## src/design/flash_rp_defs.svh

```systemverilog
`ifndef FLASH_RP_DEFS_SVH
`define FLASH_RP_DEFS_SVH

// opcodes
`define RP_OP_SET_PARAMS  8'hc0
`define RP_OP_FAST_READ   8'h0b
`define RP_OP_BURST_WRAP  8'h0c
`define RP_OP_DTR_FAST    8'h0d
`define RP_OP_DTR_WRAP    8'h0e
`define RP_OP_QUAD_IO     8'heb
`define RP_OP_QUAD_IO_4B  8'hec
`define RP_OP_DTR_QUAD_IO 8'hed

// read parameter register layout
`define RP_RESET          8'h00
`define RP_DUMMY_MSB      6
`define RP_DUMMY_LSB      4
`define RP_WRAP_MSB       1
`define RP_WRAP_LSB       0

// spi wrap bits layout: [2:1] length, [0] disable
`define RP_SWRAP_DIS      0
`define RP_SWRAP_LEN_LSB  1

// dummy clock counts and minimum wrap length in bytes
`define RP_DUMMY_BASE     5'h02
`define RP_DUMMY_STEP     5'h02
`define RP_SPI_MIN_DUMMY  5'h06
`define RP_DTR_MIN_DUMMY  5'h08
`define RP_WRAP_MIN_BYTES 7'h08

// bits per link clock edge
`define RP_BITS_SPI       3'h1
`define RP_BITS_QPI       3'h4

`endif

```

## src/design/flash_rp_pkg.sv

```systemverilog
package flash_rp_pkg;

   typedef enum logic [1:0] {
      cls_fixed,
      cls_spi_cfg,
      cls_qpi_cfg,
      cls_dtr_cfg
   } read_class_t;

   typedef struct packed {
      logic       valid;
      logic [7:0] data;
      logic       first;
   } link_byte_t;

   typedef struct packed {
      logic       configurable;
      logic [4:0] dummy_clocks;
      logic       wrap_en;
      logic [6:0] wrap_bytes;
   } read_cfg_t;

endpackage : flash_rp_pkg

```

## src/design/flash_read_param_config.sv

```systemverilog
// Contract
// - Set-parameters opcode c0 loads the 8-bit read parameter register from its data byte.
// - Bits 6..4 are the dummy field; bits 1..0 the qpi wrap field.
// - In spi mode only the dummy field is written; wrap field kept.
// - In qpi mode both dummy and wrap fields are written.
// - Dummy field applies to spi eb/ec, qpi 0b/eb/0c, dtr ed, qpi dtr 0d/ed/0e.
// - In qpi mode wrap field sets boundary of 0c and 0e.
// - Qpi wrapped burst wraps at 8/16/32/64 byte section; no effect in spi.
// - Qpi eb, 0b, ed, 0d never wrap; address advances linearly.
// - Other spi fast reads use fixed dummy counts; eb, ec, ed follow field.
// - Spi wrap of eb and ed comes from spi wrap bits, not register.
// - Spi wrap bits and register unchanged across spi/qpi mode switches.
// - Register clears to zero at power up and every reset.
// - Spi eb/ec dummy: 000-010 give 6, then 8,10,12,14,16.
// - Qpi 0b/eb/0c dummy: 2,4,6,8,10,12,14,16 for codes 000..111.
// - Dtr reads dummy: 000-011 give 8, then 10,12,14,16.
// - Reset defaults: 6 spi, 2 qpi, 8 dtr dummy clocks.
// - Qpi wrap field: 00=8, 01=16, 10=32, 11=64 bytes.
`timescale 1ns/1ps
`default_nettype none
`include "flash_rp_defs.svh"

module flash_read_param_config
   import flash_rp_pkg::*;
#(
   parameter int ADDR_W = 32
)(
   input  wire logic              clk_i,
   input  wire logic              rst_i,
   input  wire logic              soft_rst_i,
   input  wire logic              cs_n_i,
   input  wire logic              sclk_i,
   input  wire logic [3:0]        io_i,
   input  wire logic              qpi_mode_i,
   input  wire logic [2:0]        spi_wrap_bits_i,
   input  wire logic [7:0]        rd_op_i,
   input  wire logic [ADDR_W-1:0] rd_addr_i,
   output var  logic [7:0]        read_param_o,
   output var  logic              param_written_o,
   output var  read_cfg_t         cfg_o,
   output var  logic [ADDR_W-1:0] next_addr_o
);

   typedef enum logic [1:0] {
      st_wait_op,
      st_wait_data,
      st_skip
   } cmd_state_t;

   cmd_state_t  state;
   cmd_state_t  next_state;
   logic        frame;
   link_byte_t  lbyte;
   logic [7:0]  read_parameter_register;

   // ---------------------------------------------------------------
   // link byte capture
   // ---------------------------------------------------------------
   link_byte_shifter link_byte_shifter_i (
      .clk_i   (clk_i),
      .rst_i   (rst_i),
      .cs_n_i  (cs_n_i),
      .sclk_i  (sclk_i),
      .io_i    (io_i),
      .quad_i  (qpi_mode_i),
      .frame_o (frame),
      .byte_o  (lbyte)
   );

   // ---------------------------------------------------------------
   // functions
   // ---------------------------------------------------------------
   function automatic read_class_t classify(input logic [7:0] op,
                                            input logic       qpi);
      read_class_t c;
      c = cls_fixed;
      if (qpi) begin
         case (op)
            `RP_OP_FAST_READ:   c = cls_qpi_cfg;
            `RP_OP_QUAD_IO:     c = cls_qpi_cfg;
            `RP_OP_BURST_WRAP:  c = cls_qpi_cfg;
            `RP_OP_DTR_FAST:    c = cls_dtr_cfg;
            `RP_OP_DTR_QUAD_IO: c = cls_dtr_cfg;
            `RP_OP_DTR_WRAP:    c = cls_dtr_cfg;
            default:            c = cls_fixed;
         endcase
      end else begin
         case (op)
            `RP_OP_QUAD_IO:     c = cls_spi_cfg;
            `RP_OP_QUAD_IO_4B:  c = cls_spi_cfg;
            `RP_OP_DTR_QUAD_IO: c = cls_dtr_cfg;
            default:            c = cls_fixed;
         endcase
      end
      return c;
   endfunction : classify

   // 2*code+2, the common ladder of all tables
   function automatic logic [4:0] dummy_ladder(input logic [2:0] code);
      return `RP_DUMMY_BASE + 5'({2'b00, code} * `RP_DUMMY_STEP);
   endfunction : dummy_ladder

   function automatic logic [4:0] dummy_for(input read_class_t c,
                                            input logic [2:0]  code);
      logic [4:0] d;
      d = dummy_ladder(code);
      case (c)
         cls_spi_cfg: begin
            if (d < `RP_SPI_MIN_DUMMY) begin
               d = `RP_SPI_MIN_DUMMY;
            end
         end
         cls_dtr_cfg: begin
            if (d < `RP_DTR_MIN_DUMMY) begin
               d = `RP_DTR_MIN_DUMMY;
            end
         end
         cls_qpi_cfg: begin
            d = dummy_ladder(code);
         end
         default: begin
            d = 5'h00;
         end
      endcase
      return d;
   endfunction : dummy_for

   function automatic logic [6:0] wrap_bytes(input logic [1:0] code);
      return `RP_WRAP_MIN_BYTES << code;
   endfunction : wrap_bytes

   // with wrap set, step inside an aligned section and carry never leaves it; without wrap, plain increment
   function automatic logic [ADDR_W-1:0] addr_step(
      input logic [ADDR_W-1:0] a,
      input logic              wrap,
      input logic [6:0]        len
   );
      logic [ADDR_W-1:0] mask;
      logic [ADDR_W-1:0] inc;
      mask = ADDR_W'(len) - ADDR_W'(1);
      inc = a + ADDR_W'(1);
      if (wrap) begin
         return (a & ~mask) | (inc & mask);
      end
      return inc;
   endfunction : addr_step

   // ---------------------------------------------------------------
   // command sequencing
   // ---------------------------------------------------------------
   wire        is_set_cmd = lbyte.valid & lbyte.first
                            & (lbyte.data == `RP_OP_SET_PARAMS);
   wire        param_byte = lbyte.valid & ~lbyte.first
                            & (state == st_wait_data);

   always_comb begin
      next_state = state;
      case (state)
         st_wait_op: begin
            if (lbyte.valid) begin
               next_state = is_set_cmd ? st_wait_data : st_skip;
            end
         end
         st_wait_data: begin
            if (lbyte.valid) begin
               next_state = st_skip;
            end
         end
         st_skip: begin
            next_state = st_skip;
         end
         default: begin
            next_state = st_wait_op;
         end
      endcase
      if (!frame) begin
         next_state = st_wait_op;
      end
   end

   always_ff @(posedge clk_i or posedge rst_i) begin
      if (rst_i) begin
         state <= st_wait_op;
      end else begin
         state <= next_state;
      end
   end

   // ---------------------------------------------------------------
   // read parameter register
   // ---------------------------------------------------------------
   // spi write keeps the stored wrap field and the unused bits
   wire [7:0]  spi_merge = {read_parameter_register[7],
                            lbyte.data[`RP_DUMMY_MSB:`RP_DUMMY_LSB],
                            read_parameter_register[3:0]};
   wire [7:0]  next_param = qpi_mode_i ? lbyte.data
                                       : spi_merge;

   // mode switches never touch this register
   always_ff @(posedge clk_i or posedge rst_i) begin
      if (rst_i) begin
         read_parameter_register <= `RP_RESET;
      end else if (soft_rst_i) begin
         read_parameter_register <= `RP_RESET;
      end else if (param_byte) begin
         read_parameter_register <= next_param;
      end
   end

   // ---------------------------------------------------------------
   // read configuration decode
   // ---------------------------------------------------------------
   wire [2:0]   dummy_code = read_parameter_register[`RP_DUMMY_MSB:`RP_DUMMY_LSB];
   wire [1:0]   wrap_code  = read_parameter_register[`RP_WRAP_MSB:`RP_WRAP_LSB];
   wire         rd_is_wrap = (rd_op_i == `RP_OP_BURST_WRAP)
                             | (rd_op_i == `RP_OP_DTR_WRAP);
   wire         spi_wrap_rd = (rd_op_i == `RP_OP_QUAD_IO)
                              | (rd_op_i == `RP_OP_QUAD_IO_4B)
                              | (rd_op_i == `RP_OP_DTR_QUAD_IO);
   wire         spi_wrap_on = ~spi_wrap_bits_i[`RP_SWRAP_DIS];
   wire [1:0]   spi_wrap_len = spi_wrap_bits_i[`RP_SWRAP_LEN_LSB +: 2];

   read_class_t rd_class;
   read_cfg_t   next_cfg;

   assign rd_class = classify(rd_op_i, qpi_mode_i);

   always_comb begin
      next_cfg = '0;
      next_cfg.configurable = (rd_class != cls_fixed);
      next_cfg.dummy_clocks = dummy_for(rd_class, dummy_code);
      if (qpi_mode_i) begin
         if (rd_is_wrap) begin
            next_cfg.wrap_en = 1'b1;
            next_cfg.wrap_bytes = wrap_bytes(wrap_code);
         end
      end else if (spi_wrap_rd && spi_wrap_on) begin
         next_cfg.wrap_en = 1'b1;
         next_cfg.wrap_bytes = wrap_bytes(spi_wrap_len);
      end
   end

   wire [ADDR_W-1:0] next_addr = addr_step(rd_addr_i, next_cfg.wrap_en,
                                           next_cfg.wrap_bytes);

   // ---------------------------------------------------------------
   // registered outputs
   // ---------------------------------------------------------------
   always_ff @(posedge clk_i or posedge rst_i) begin
      if (rst_i) begin
         read_param_o <= `RP_RESET;
         param_written_o <= 1'b0;
         cfg_o <= '0;
         next_addr_o <= '0;
      end else begin
         read_param_o <= read_parameter_register;
         param_written_o <= param_byte & ~soft_rst_i;
         cfg_o <= next_cfg;
         next_addr_o <= next_addr;
      end
   end

endmodule : flash_read_param_config
`default_nettype wire

```

## src/design/link_byte_shifter.sv

```systemverilog
`timescale 1ns/1ps
`default_nettype none
`include "flash_rp_defs.svh"

module link_byte_shifter
   import flash_rp_pkg::*;
(
   input  wire logic       clk_i,
   input  wire logic       rst_i,
   input  wire logic       cs_n_i,
   input  wire logic       sclk_i,
   input  wire logic [3:0] io_i,
   input  wire logic       quad_i,
   output var  logic       frame_o,
   output var  link_byte_t byte_o
);

   logic [5:0] sync1;
   logic [5:0] sync2;
   logic       sclk_prev;
   logic [7:0] shift;
   logic [2:0] nbits;
   logic       first;

   wire        cs_act    = ~sync2[5];
   wire        sclk_rise = sync2[4] & ~sclk_prev;
   wire [2:0]  step      = quad_i ? `RP_BITS_QPI : `RP_BITS_SPI;
   wire [7:0]  next_shift = quad_i ? {shift[3:0], sync2[3:0]}
                                   : {shift[6:0], sync2[0]};
   wire [2:0]  next_nbits = nbits + step;
   wire        byte_done = cs_act & sclk_rise & (next_nbits == 3'h0);

   // two-stage synchroniser for all link pins
   always_ff @(posedge clk_i or posedge rst_i) begin
      if (rst_i) begin
         sync1 <= 6'h3f;
         sync2 <= 6'h3f;
         sclk_prev <= 1'b1;
      end else begin
         sync1 <= {cs_n_i, sclk_i, io_i};
         sync2 <= sync1;
         sclk_prev <= sync2[4];
      end
   end

   // sample on rising link clock while selected
   always_ff @(posedge clk_i or posedge rst_i) begin
      if (rst_i) begin
         shift <= 8'h00;
         nbits <= 3'h0;
         first <= 1'b1;
         frame_o <= 1'b0;
         byte_o <= '0;
      end else begin
         frame_o <= cs_act;
         byte_o.valid <= byte_done;
         if (!cs_act) begin
            nbits <= 3'h0;
            first <= 1'b1;
         end else if (sclk_rise) begin
            shift <= next_shift;
            nbits <= next_nbits;
            if (byte_done) begin
               byte_o.data <= next_shift;
               byte_o.first <= first;
               first <= 1'b0;
            end
         end
      end
   end

endmodule : link_byte_shifter
`default_nettype wire

```

## config.mk

```make
export PLATFORM = sky130hd
export DESIGN_NAME = flash_read_param_config
export DESIGN_NICKNAME = d
export VERILOG_FILES = /design/src/design/flash_rp_pkg.sv /design/src/design/flash_read_param_config.sv /design/src/design/link_byte_shifter.sv
export VERILOG_INCLUDE_DIRS = /design/src /design/src/design
export SDC_FILE = /design/constraint.sdc
export NUM_CORES = 1
export LEC_CHECK = 0
export BUFFER_PORTS_ARGS = -buffer_cell sky130_fd_sc_hd__buf_2
export CAP_MARGIN = 20
export CORE_ASPECT_RATIO = 1.5
export CORE_MARGIN = 1
export CORE_UTILIZATION = 39
export DETAILED_ROUTE_END_ITERATION = 8
export GPL_TIMING_DRIVEN = 0
export PLACE_DENSITY = 0.67
export SLEW_MARGIN = 20
export SYNTH_ARGS = -nofsm -noshare
export SYNTH_HDL_FRONTEND = slang
export SYNTH_SLANG_ARGS = --single-unit
```

## constraint.sdc

```tcl
create_clock -name clk_i -period 3.15 [get_ports clk_i]
set_clock_uncertainty 0.05 [all_clocks]
set_input_delay 0.1575 -clock clk_i [delete_from_list [all_inputs] [get_ports clk_i]]
set_output_delay 0.1575 -clock clk_i [all_outputs]
set_load 0.01 [all_outputs]
```

==> impl_metrics.ini, run 1 <==
[synthesis]
synth_common_cells = dfrtp_1, nor2_1, nand2_1, xnor2_1
netlist_instances = 365
synthFlopType = dfrtp_1
synth-edff-count = 0
synth_area_mm2 = 0.00417
avgSynthCellArea_um2 = 11.4
ys_seq_area_share_pct = 58.1
synth.top_cell.area_share_pct = 49.2
ys_seq_elements = 96
synth.distinct_cells = 55
synthTopCellsByArea = dfrtp_1, dfstp_2, xnor2_1
yosys_warnings = 0
yosys.area.top_type = dfrtp_1
async_flop_share_pct = 100
synth.most_common_cell = dfrtp_1

[final_layout]
area.sequential_mm2 = 0.00242
n_fill_cell = 901
multiInputGateArea_mm2 = 0.00163
drive_gt1_share_pct = 29.1
nets = 579
syn_to_final_growth_pct = 33.3
n_antenna_cell = 0
final_cells = 663
final_area_mm2 = 0.00555

[floorplanning]
coreArea_mm2 = 0.0102
die_y_um = 129
row_count = 45
fp.dieW_um = 86.4
initial_core_util_pct = 40.7
die_area_mm2 = 0.0111
pin_count = 108

[setup_path]
critical_path_required_ps = 3340
r2r_slack_ps = 560
cp-end-kind = flip-flop
worstSetupPathType = in -> reg
worstPathArrival_ps = 3030
worst-path-max-fanout = 10
start_kind = input pin

[routing]
postRouteAntennaNets = 0
finalWirelength_mm = 8.97
first_iter_violations = 147
vias_per_cell = 4.77
num_vias = 3163
drc = 0
drtPass1Iterations = 4
wire_per_inst_um = 13.5

[min_path]
hp-class = in -> reg

[pwr]
power.internal_w = 0.00211
switchingPower_w = 0.000686
vdd_drop_max_uv = 286
switching_share_pct = 24.6
p_clk_share_pct = 39.1
p_seq_share_pct = 50.0
cellLeakagePower_nw = 2.72
combPwrFrac_pct = 10.8
p_per_area_mw_per_mm2 = 503
power_w = 0.00280

[timing]
finalSetupViolCount = 0
maxSlewHeadroom_pct = 35.6
worst_slew_pin_slew_ps = 941
post-route-period-util_pct = 90.1
hold_viol = 0
drv_slew = 0
period_minus_slack_ps = 2840
fin_setup_tns_ps = 0
rsz0062_at_grt = no
fmax_mhz = 352
hold_ws_ps = 13.7

[grt]
grt_remaining_overflow = 0
antenna_found_initial = 0
grt_pass1_vias = 3213
grt_start_max_net_pins = 58
grt_pass1_wl_mm = 14.3
track_usage_pct = 16.7

[clocking]
post-cts-setup-buffers = 0
clk_pin_slew_ps = 70
cts_tree = yes
cts_buffers = 9
cts_root_buffer = clkbuf_16
insertion_delay_ps = 330
cts.sinks = 96
cts.path.max_buffers = 2
h-tree-depth = 3

[run]
drv_cap = 0

[placed_design]
dpl.hpwl_mm = 6.51
placed_cells = 612
placed_cell_area_mm2 = 0.00490
io_buffers = 102
gp_congestion = 0.808

[run_status]
outcome = complete, no violations
## state kept, by name, summed over array words and instances (netlist names)
| signal | flops |
|---|---|
| link_byte_shifter_i.shift | 7 |
| link_byte_shifter_i.first | 1 |
| next_addr_o | 32 |
| state | 2 |
| cfg_o | 10 |
| link_byte_shifter_i.sync2 | 6 |
| read_param_o | 8 |
| link_byte_shifter_i.nbits | 3 |
| link_byte_shifter_i.byte_o | 10 |
| link_byte_shifter_i.sclk_prev | 1 |
| read_parameter_register | 8 |
| link_byte_shifter_i.frame_o | 1 |
| link_byte_shifter_i.sync1 | 6 |
| param_written_o | 1 |
## path summary, 6_finish.rpt
| check | start | cells past startpoint | endpoint |
|---|---|---|---|
| worst min register to register | link_byte_shifter_i.sync1[4] | 0 | link_byte_shifter_i.sync2[4] |
| max in group asynchronous | rst_i | 4 | link_byte_shifter_i.first |
| worst max-delay path | rd_op_i[2] | 13 | next_addr_o[12] |
| min in group asynchronous | rst_i | 3 | next_addr_o[23] |
| worst max register to register | read_parameter_register[1] | 10 | next_addr_o[23] |
| worst min-delay path | rd_addr_i[21] | 2 | next_addr_o[21] |
## metrics by stage
stage | setup slack [ps] | utilization [%]
detailed placement | 70.6 | 47.8
global placement | -545 | 47.5
global route | 16.2 | 54.2
CTS | 400 | 54.2
finish | 313 | 54.2
floorplan | 460 | -
## layer usage
| metal | routed length [µm] | vias to the layer above | GRT usage [%] |
|---|---|---|---|
| li1 | - | 1550 | - |
| met1 | 3480 | 1501 | 17.9 |
| met2 | 4830 | 83 | 30.3 |
| met3 | 299 | 29 | 3.85 |
| met4 | 365 | 0 | 9.02 |
| met5 | 0 | - | 0 |
## layout make-up
cell class / instances / area share (%)
flip-flops and latches: 96 / 43.6
multi-input cells: 245 / 29.4
repair buffers: 138 / 16.0
clock buffers: 9 / 4.05
well taps: 141 / 3.18
clock inverters: 7 / 1.44
inverters: 17 / 1.24
plain buffers: 10 / 1.10
## timing repair
action,in CTS,in global routing
hold buffers,35,0
hold endpoints to repair,73,0
gates resized for setup,0,0
setup endpoints to repair,0,0
## worst max-delay path: stages
cell and delay [ps]:
buf_2 130, nand3b_1 220, a2111oi_0 880, nand2_1 110
o21a_1 210, ha_1 220, inv_1 100, o2111ai_1 210
a21oi_4 310, nor2_2 70, buf_6 140, nand4_1 110
xnor2_1 150
## cells in the final DEF (no fill, tap or decap), types with 3 or more instances in the layout
| master | n |
|---|---|
| and3_1 | 7 |
| and2_1 | 3 |
| clkbuf_1 | 4 |
| dlygate4sd3_1 | 35 |
| nand4_1 | 12 |
| dfstp_2 | 14 |
| buf_4 | 4 |
| buf_2 | 103 |
| o31ai_1 | 3 |
| xnor2_1 | 27 |
| nand2b_1 | 6 |
| nor2_1 | 37 |
| nand3b_1 | 4 |
| clkbuf_16 | 9 |
| o21ai_0 | 10 |
| conb_1 | 4 |
| nand3_1 | 17 |
| ha_1 | 9 |
| a21oi_1 | 12 |
| inv_1 | 16 |
| xor2_1 | 7 |
| nand2_1 | 29 |
| dfrtp_1 | 82 |
| mux2i_1 | 17 |
| nor3_1 | 3 |
## power by group through the flow
stage / clock network [W] / registers [W] / logic (W)
finish: 0.00109 / 0.00140 / 0.000303
global route: 0.00118 / 0.00141 / 0.000341
CTS: 0.00113 / 0.00140 / 0.000305
detailed placement: 0 / 0.00142 / 0.000270
global placement: 0 / 0.00142 / 0.000256
floorplan: 0 / 0.00142 / 0.000146
## logic make-up after synthesis
| logic type | Yosys count | share of synthesized area [%] |
|---|---|---|
| simple gates | 138 | 17.7 |
| flops | 96 | 58.1 |
| compound gates | 42 | 6.94 |
| xor+xnor | 34 | 7.15 |
| buf+inv | 27 | 3.00 |
| mux | 18 | 4.35 |
| fa+ha+maj | 9 | 2.70 |
| other cells | 1 | 0.0900 |
Note: power is estimated with default switching activity, not from simulation.
==> inputs of run 2 (changes only) <==
--- a/config.mk
+++ b/config.mk
@@ -11,9 +11,11 @@
 export CORE_ASPECT_RATIO = 1.5
 export CORE_MARGIN = 1
 export CORE_UTILIZATION = 39
+export CTS_CLUSTER_DIAMETER = 120
 export DETAILED_ROUTE_END_ITERATION = 8
 export GPL_TIMING_DRIVEN = 0
 export PLACE_DENSITY = 0.67
+export RECOVER_POWER = 25
 export SLEW_MARGIN = 20
 export SYNTH_ARGS = -nofsm -noshare
 export SYNTH_HDL_FRONTEND = slang
==> run 2 against run 1 <==
Effect of this change:
- power is essentially flat
- routed wire length is essentially flat
- non-clock buffer count stayed put
- highest routed layer unchanged
- clock-buffer cell count did not move
- clock power barely moved
- maximum frequency shrank 0.55%
- worst hold slack barely moved
- cell count stayed put
- the run now ends with capacitance limit, slew limit left
- critical path depth unchanged
- worst setup slack got worse by 16 ps
- die area unchanged
==> impl_metrics.ini, run 2 (synthesis results as in run 1) <==
[run_status]
outcome = complete, but fails checks
violations = capacitance limit, slew limit

[clocking]
clk_pin_slew_ps = 70
h-tree-depth = 3
cts_buffers = 9
cts_tree = yes
insertion_delay_ps = 330
cts.sinks = 96
cts_resized = 0
cts_root_buffer = clkbuf_16
cts.path.max_buffers = 2

[final_layout]
drive_gt1_share_pct = 28.7
final_area_mm2 = 0.00555
syn_to_final_growth_pct = 33.1
n_antenna_cell = 0
n_fill_cell = 902
largest_reg_flops = 32
nets = 579
regMostFlops = next_addr_o
fin_util_pct = 54.2
layout_commonest_cell = buf_2
final_cells = 663
final_cell_mix = buf_2, dfrtp_1, nor2_1, dlygate4sd3_1, nand2_1
reg_top3 = next_addr_o: 32 flops, cfg_o: 10 flops, link_byte_shifter_i.byte_o: 10 flops

[grt]
grt_start_max_net_pins = 58
antenna_found_initial = 0
grt_pass1_vias = 3213
grt_remaining_overflow = 0
track_usage_pct = 16.7
grt_pass1_wl_mm = 14.3

[setup_path]
worstPathArrival_ps = 3050
r2r_start = read_parameter_register[1]
cp-end-kind = flip-flop
worst-path-max-fanout = 10
rr_endpoint = next_addr_o[23]
start_kind = input pin
r2r_slack_ps = 560
critical_path_required_ps = 3340
worstSetupPathType = in -> reg
reg2reg_depth = 10

[floorplanning]
pin_count = 108
row_count = 45
die_y_um = 129
fp.dieW_um = 86.4
initial_core_util_pct = 40.7
coreArea_mm2 = 0.0102
die_area_mm2 = 0.0111

[placed_design]
io_buffers = 102
placed_cells = 612
dpl.hpwl_mm = 6.51
gp_congestion = 0.808
placed_cell_area_mm2 = 0.00490

[timing]
hold_viol = 0
drv_slew = 40
post-route-period-util_pct = 90.6
finalSetupViolCount = 0
fmax_mhz = 351
worst_slew_pin_slew_ps = 1730
hold_ws_ps = 13.7
maxSlewHeadroom_pct = -16.1
fin_setup_tns_ps = 0
rsz0062_at_grt = no
period_minus_slack_ps = 2850

[min_path]
min_to = next_addr_o[21]
hp-class = in -> reg
hold-path-cell-count = 2
min_from = rd_addr_i[21]

[routing]
first_iter_violations = 147
postRouteAntennaNets = 0
drc = 0
drtPass1Iterations = 4
vias_per_cell = 4.77
num_vias = 3165
finalWirelength_mm = 8.97
wire_per_inst_um = 13.5

[pwr]
cellLeakagePower_nw = 2.71
p_per_area_mw_per_mm2 = 504
vdd_drop_max_uv = 286

[run]
drv_cap = 1
run 2: cell count changes in the layout (fill, tap and decap cells not counted):
| cell | previous run | this run |
|---|---|---|
| buf_2 | 103 | 102 |
| clkbuf_1 | 4 | 5 |
| clkinvlp_2 | 0 | 1 |
| dfstp_1 | 0 | 1 |
| dfstp_2 | 14 | 13 |
| inv_6 | 2 | 1 |
run 2: layout make-up:
cell class | instances | area, µm² | share of cell area (%)
Buffer | 10 | 61.3 | 1.10
Clock buffer | 9 | 225 | 4.06
Clock inverter | 7 | 80.1 | 1.44
Inverter | 17 | 65.1 | 1.17
Multi-Input combinational cell | 245 | 1630 | 29.4
Sequential cell | 96 | 2420 | 43.6
Tap cell | 141 | 176 | 3.18
Timing Repair Buffer | 138 | 887 | 16.0
run 2: power breakdown:
| group | leakage (nW) | internal, W | switching [W] |
|---|---|---|---|
| Clock | 0.148 | 0.000625 | 0.000469 |
| Sequential | 1.18 | 0.00134 | 0.0000602 |
| Combinational | 1.39 | 0.000146 | 0.000157 |
| Total | 2.71 | 0.00211 | 0.000686 |
run 2: how the worst max path moves through the flow:
stage / slack, ps / end / depth (start not counted) / from
4_1_cts: 400 / next_addr_o[12] / 13 / rd_op_i[2]
2_1_floorplan: 460 / cfg_o[10] / 1 / rst_i
6_report: 300 / next_addr_o[12] / 13 / rd_op_i[2]
3_3_place_gp: -550 / cfg_o[11] / 2 / rst_i
3_5_place_dp: 70 / next_addr_o[12] / 13 / rd_op_i[2]
5_1_grt: 20 / next_addr_o[12] / 13 / rd_op_i[4]
run 2: worst max-delay path: stages:
cell and delay [ps]:
buf_2 130, nand3b_1 220, a2111oi_0 900, nand2_1 110
o21a_1 210, ha_1 220, inv_1 110, o2111ai_1 210
a21oi_4 310, nor2_2 70, buf_6 140, nand4_1 110
xnor2_1 150
run 2: per-stage QoR:
| step | setup slack, ps | power (W) |
|---|---|---|
| 6_report | 297 | 0.00279 |
| 2_1_floorplan | 460 | 0.00156 |
| 5_1_grt | 16.2 | 0.00293 |
| 4_1_cts | 400 | 0.00283 |
| 3_3_place_gp | -545 | 0.00167 |
| 3_5_place_dp | 70.6 | 0.00169 |
run 2: timing repair:
action	in CTS	in global routing
hold buffers	35	0
setup buffers	0	0
hold endpoints to repair	73	0
run 2: routing by layer:
layer  GRT usage [%]  up-vias  wire, µm
li1                -     1550         -
met1            17.9     1501      3460
met2            30.3       85      4830
met3            3.85       29       304
met4            9.02        0       365
met5               0        -         0
==> inputs of run 3 (changes only) <==
--- a/config.mk
+++ b/config.mk
@@ -7,8 +7,6 @@
 export NUM_CORES = 1
 export LEC_CHECK = 0
 export BUFFER_PORTS_ARGS = -buffer_cell sky130_fd_sc_hd__buf_2
-export CAP_MARGIN = 20
-export CORE_ASPECT_RATIO = 1.5
 export CORE_MARGIN = 1
 export CORE_UTILIZATION = 39
 export CTS_CLUSTER_DIAMETER = 120
==> run 3 against run 2 <==
Effect of this change:
- the flow now finishes without violations
- cell count fell by 0.15%
- worst hold slack gained 42 ps
- via count is 0.41% higher
- non-clock buffer count up 4
- combinational power hardly changed
- flip-flop and latch count unchanged
- sequential power is essentially flat
- critical path type unchanged
==> impl_metrics.ini, run 3 (synthesis results as in run 1) <==
[final_layout]
regMostFlops = next_addr_o
n_antenna_cell = 0
reg_top3 = next_addr_o: 32 flops, cfg_o: 10 flops, link_byte_shifter_i.byte_o: 10 flops
drive_gt1_share_pct = 28.1
layout_commonest_cell = buf_2
n_fill_cell = 893
largest_reg_flops = 32
syn_to_final_growth_pct = 31.4
final_cell_mix = buf_2, dfrtp_1, dlygate4sd3_1, nor2_1, nand2_1
nets = 583
fin_util_pct = 53.0

[clocking]
cts_tree = yes
cts_buffers = 9
cts.sinks = 96
clk_pin_slew_ps = 90
h-tree-depth = 3
cts.path.max_buffers = 2
insertion_delay_ps = 340
cts_root_buffer = clkbuf_8

[routing]
wire_per_inst_um = 13.5
first_iter_violations = 122
drc = 0
postRouteAntennaNets = 0
vias_per_cell = 4.80
finalWirelength_mm = 8.94
drtPass1Iterations = 4
num_vias = 3178

[floorplanning]
row_count = 37
die_area_mm2 = 0.0111
initial_core_util_pct = 40.4
pin_count = 108
coreArea_mm2 = 0.0103
fp.dieW_um = 105
die_y_um = 105

[pwr]
vdd_drop_max_uv = 315
p_per_area_mw_per_mm2 = 459
cellLeakagePower_nw = 2.68

[grt]
antenna_found_initial = 0
track_usage_pct = 17.1
grt_pass1_wl_mm = 15.2
grt_start_max_net_pins = 72
grt_pass1_vias = 3231
grt_remaining_overflow = 0

[placed_design]
dpl_worst_slack_ps = 36.8
io_buffers = 102
dpl.hpwl_mm = 6.31
gp_congestion = 0.823

[setup_path]
worstSetupPathType = in -> reg
worstPathArrival_ps = 3010
worst-path-max-fanout = 10
critical_path_required_ps = 3360
start_kind = input pin
cp-end-kind = flip-flop

[timing]
fmax_mhz = 358
post-route-period-util_pct = 88.8
period_minus_slack_ps = 2800
finalSetupViolCount = 0
hold_viol = 0
drv_slew = 0
worst_slew_pin_slew_ps = 1250
setup_slack_ps = 353
rsz0062_at_grt = no
fin_setup_tns_ps = 0
maxSlewHeadroom_pct = 15.9

[min_path]
hp-class = in -> reg

[run]
drv_cap = 0

[run_status]
outcome = complete, no violations
run 3: cell types whose count changed in the layout (fill, tap and decap cells not counted), moves of 2 or more:
cell / before / now
dlygate4sd3_1: 35 / 39
clkbuf_8: 0 / 10
clkbuf_16: 9 / 0
clkbuf_1: 5 / 7
run 3: cell type report:
cell class	count	area (µm²)	area share, %
clock buffer	11	141	2.58
buffer	10	61.3	1.12
timing repair buffer	142	926	16.9
tap	136	170	3.11
clock inverter	5	57.6	1.05
inverter	17	65.1	1.19
sequential	96	2420	44.2
multi-input combinational	245	1630	29.8
run 3: worst paths after layout:
kind / start / endpoint / slack (ps) / cells past startpoint
max reg2reg: read_parameter_register[1] / next_addr_o[22] / 600 / 10
min: spi_wrap_bits_i[1] / cfg_o[3] / 60 / 2
max in group asynchronous: rst_i / link_byte_shifter_i.first / 1610 / 4
max: rd_op_i[4] / next_addr_o[19] / 350 / 13
min reg2reg: link_byte_shifter_i.sync1[0] / link_byte_shifter_i.sync2[0] / 310 / 0
min in group asynchronous: rst_i / next_addr_o[28] / 560 / 3
run 3: power by group:
part,switching (W),leakage (nW),internal (W)
clock network,0.000419,0.103,0.000390
logic,0.000156,1.40,0.000148
registers,0.0000632,1.18,0.00134
run 3: metal layers:
metal | vias up | routed length [µm] | share of wire, % | global-route usage [%]
li1 | 1555 | - | - | -
met1 | 1530 | 4140 | 46 | 22.6
met2 | 81 | 4320 | 48 | 28.1
met3 | 12 | 314 | 3.5 | 2.84
met4 | 0 | 170 | 1.9 | 7.14
met5 | - | 0 | 0 | 0
run 3: metrics by stage:
step                      instances  cell area (µm²)  power, W  hold WS, ps
after global placement          606             4860   0.00168          213
after global routing            662             5480   0.00265         54.8
after detailed placement        607             4890   0.00170         86.4
after CTS                       662             5480   0.00255         28.1
final                           662             5480   0.00251         55.9
after floorplan                 368             4180   0.00156          112
run 3: critical path: stages:
cell and delay, ps:
buf_2 110, nand4b_1 250, a2111oi_0 890, nand2_1 120, o21a_1 220, ha_1 220, inv_1 100, o2111ai_1 190
a21oi_4 300, nor2_2 70, buf_6 150, nand4_1 80, xnor2_1 140
run 3: what timing repair did:
item	CTS	global route
setup endpoints to repair	0	0
hold buffers	39	0
hold endpoints to repair	63	0
setup buffers	0	0
gates resized for setup	0	0
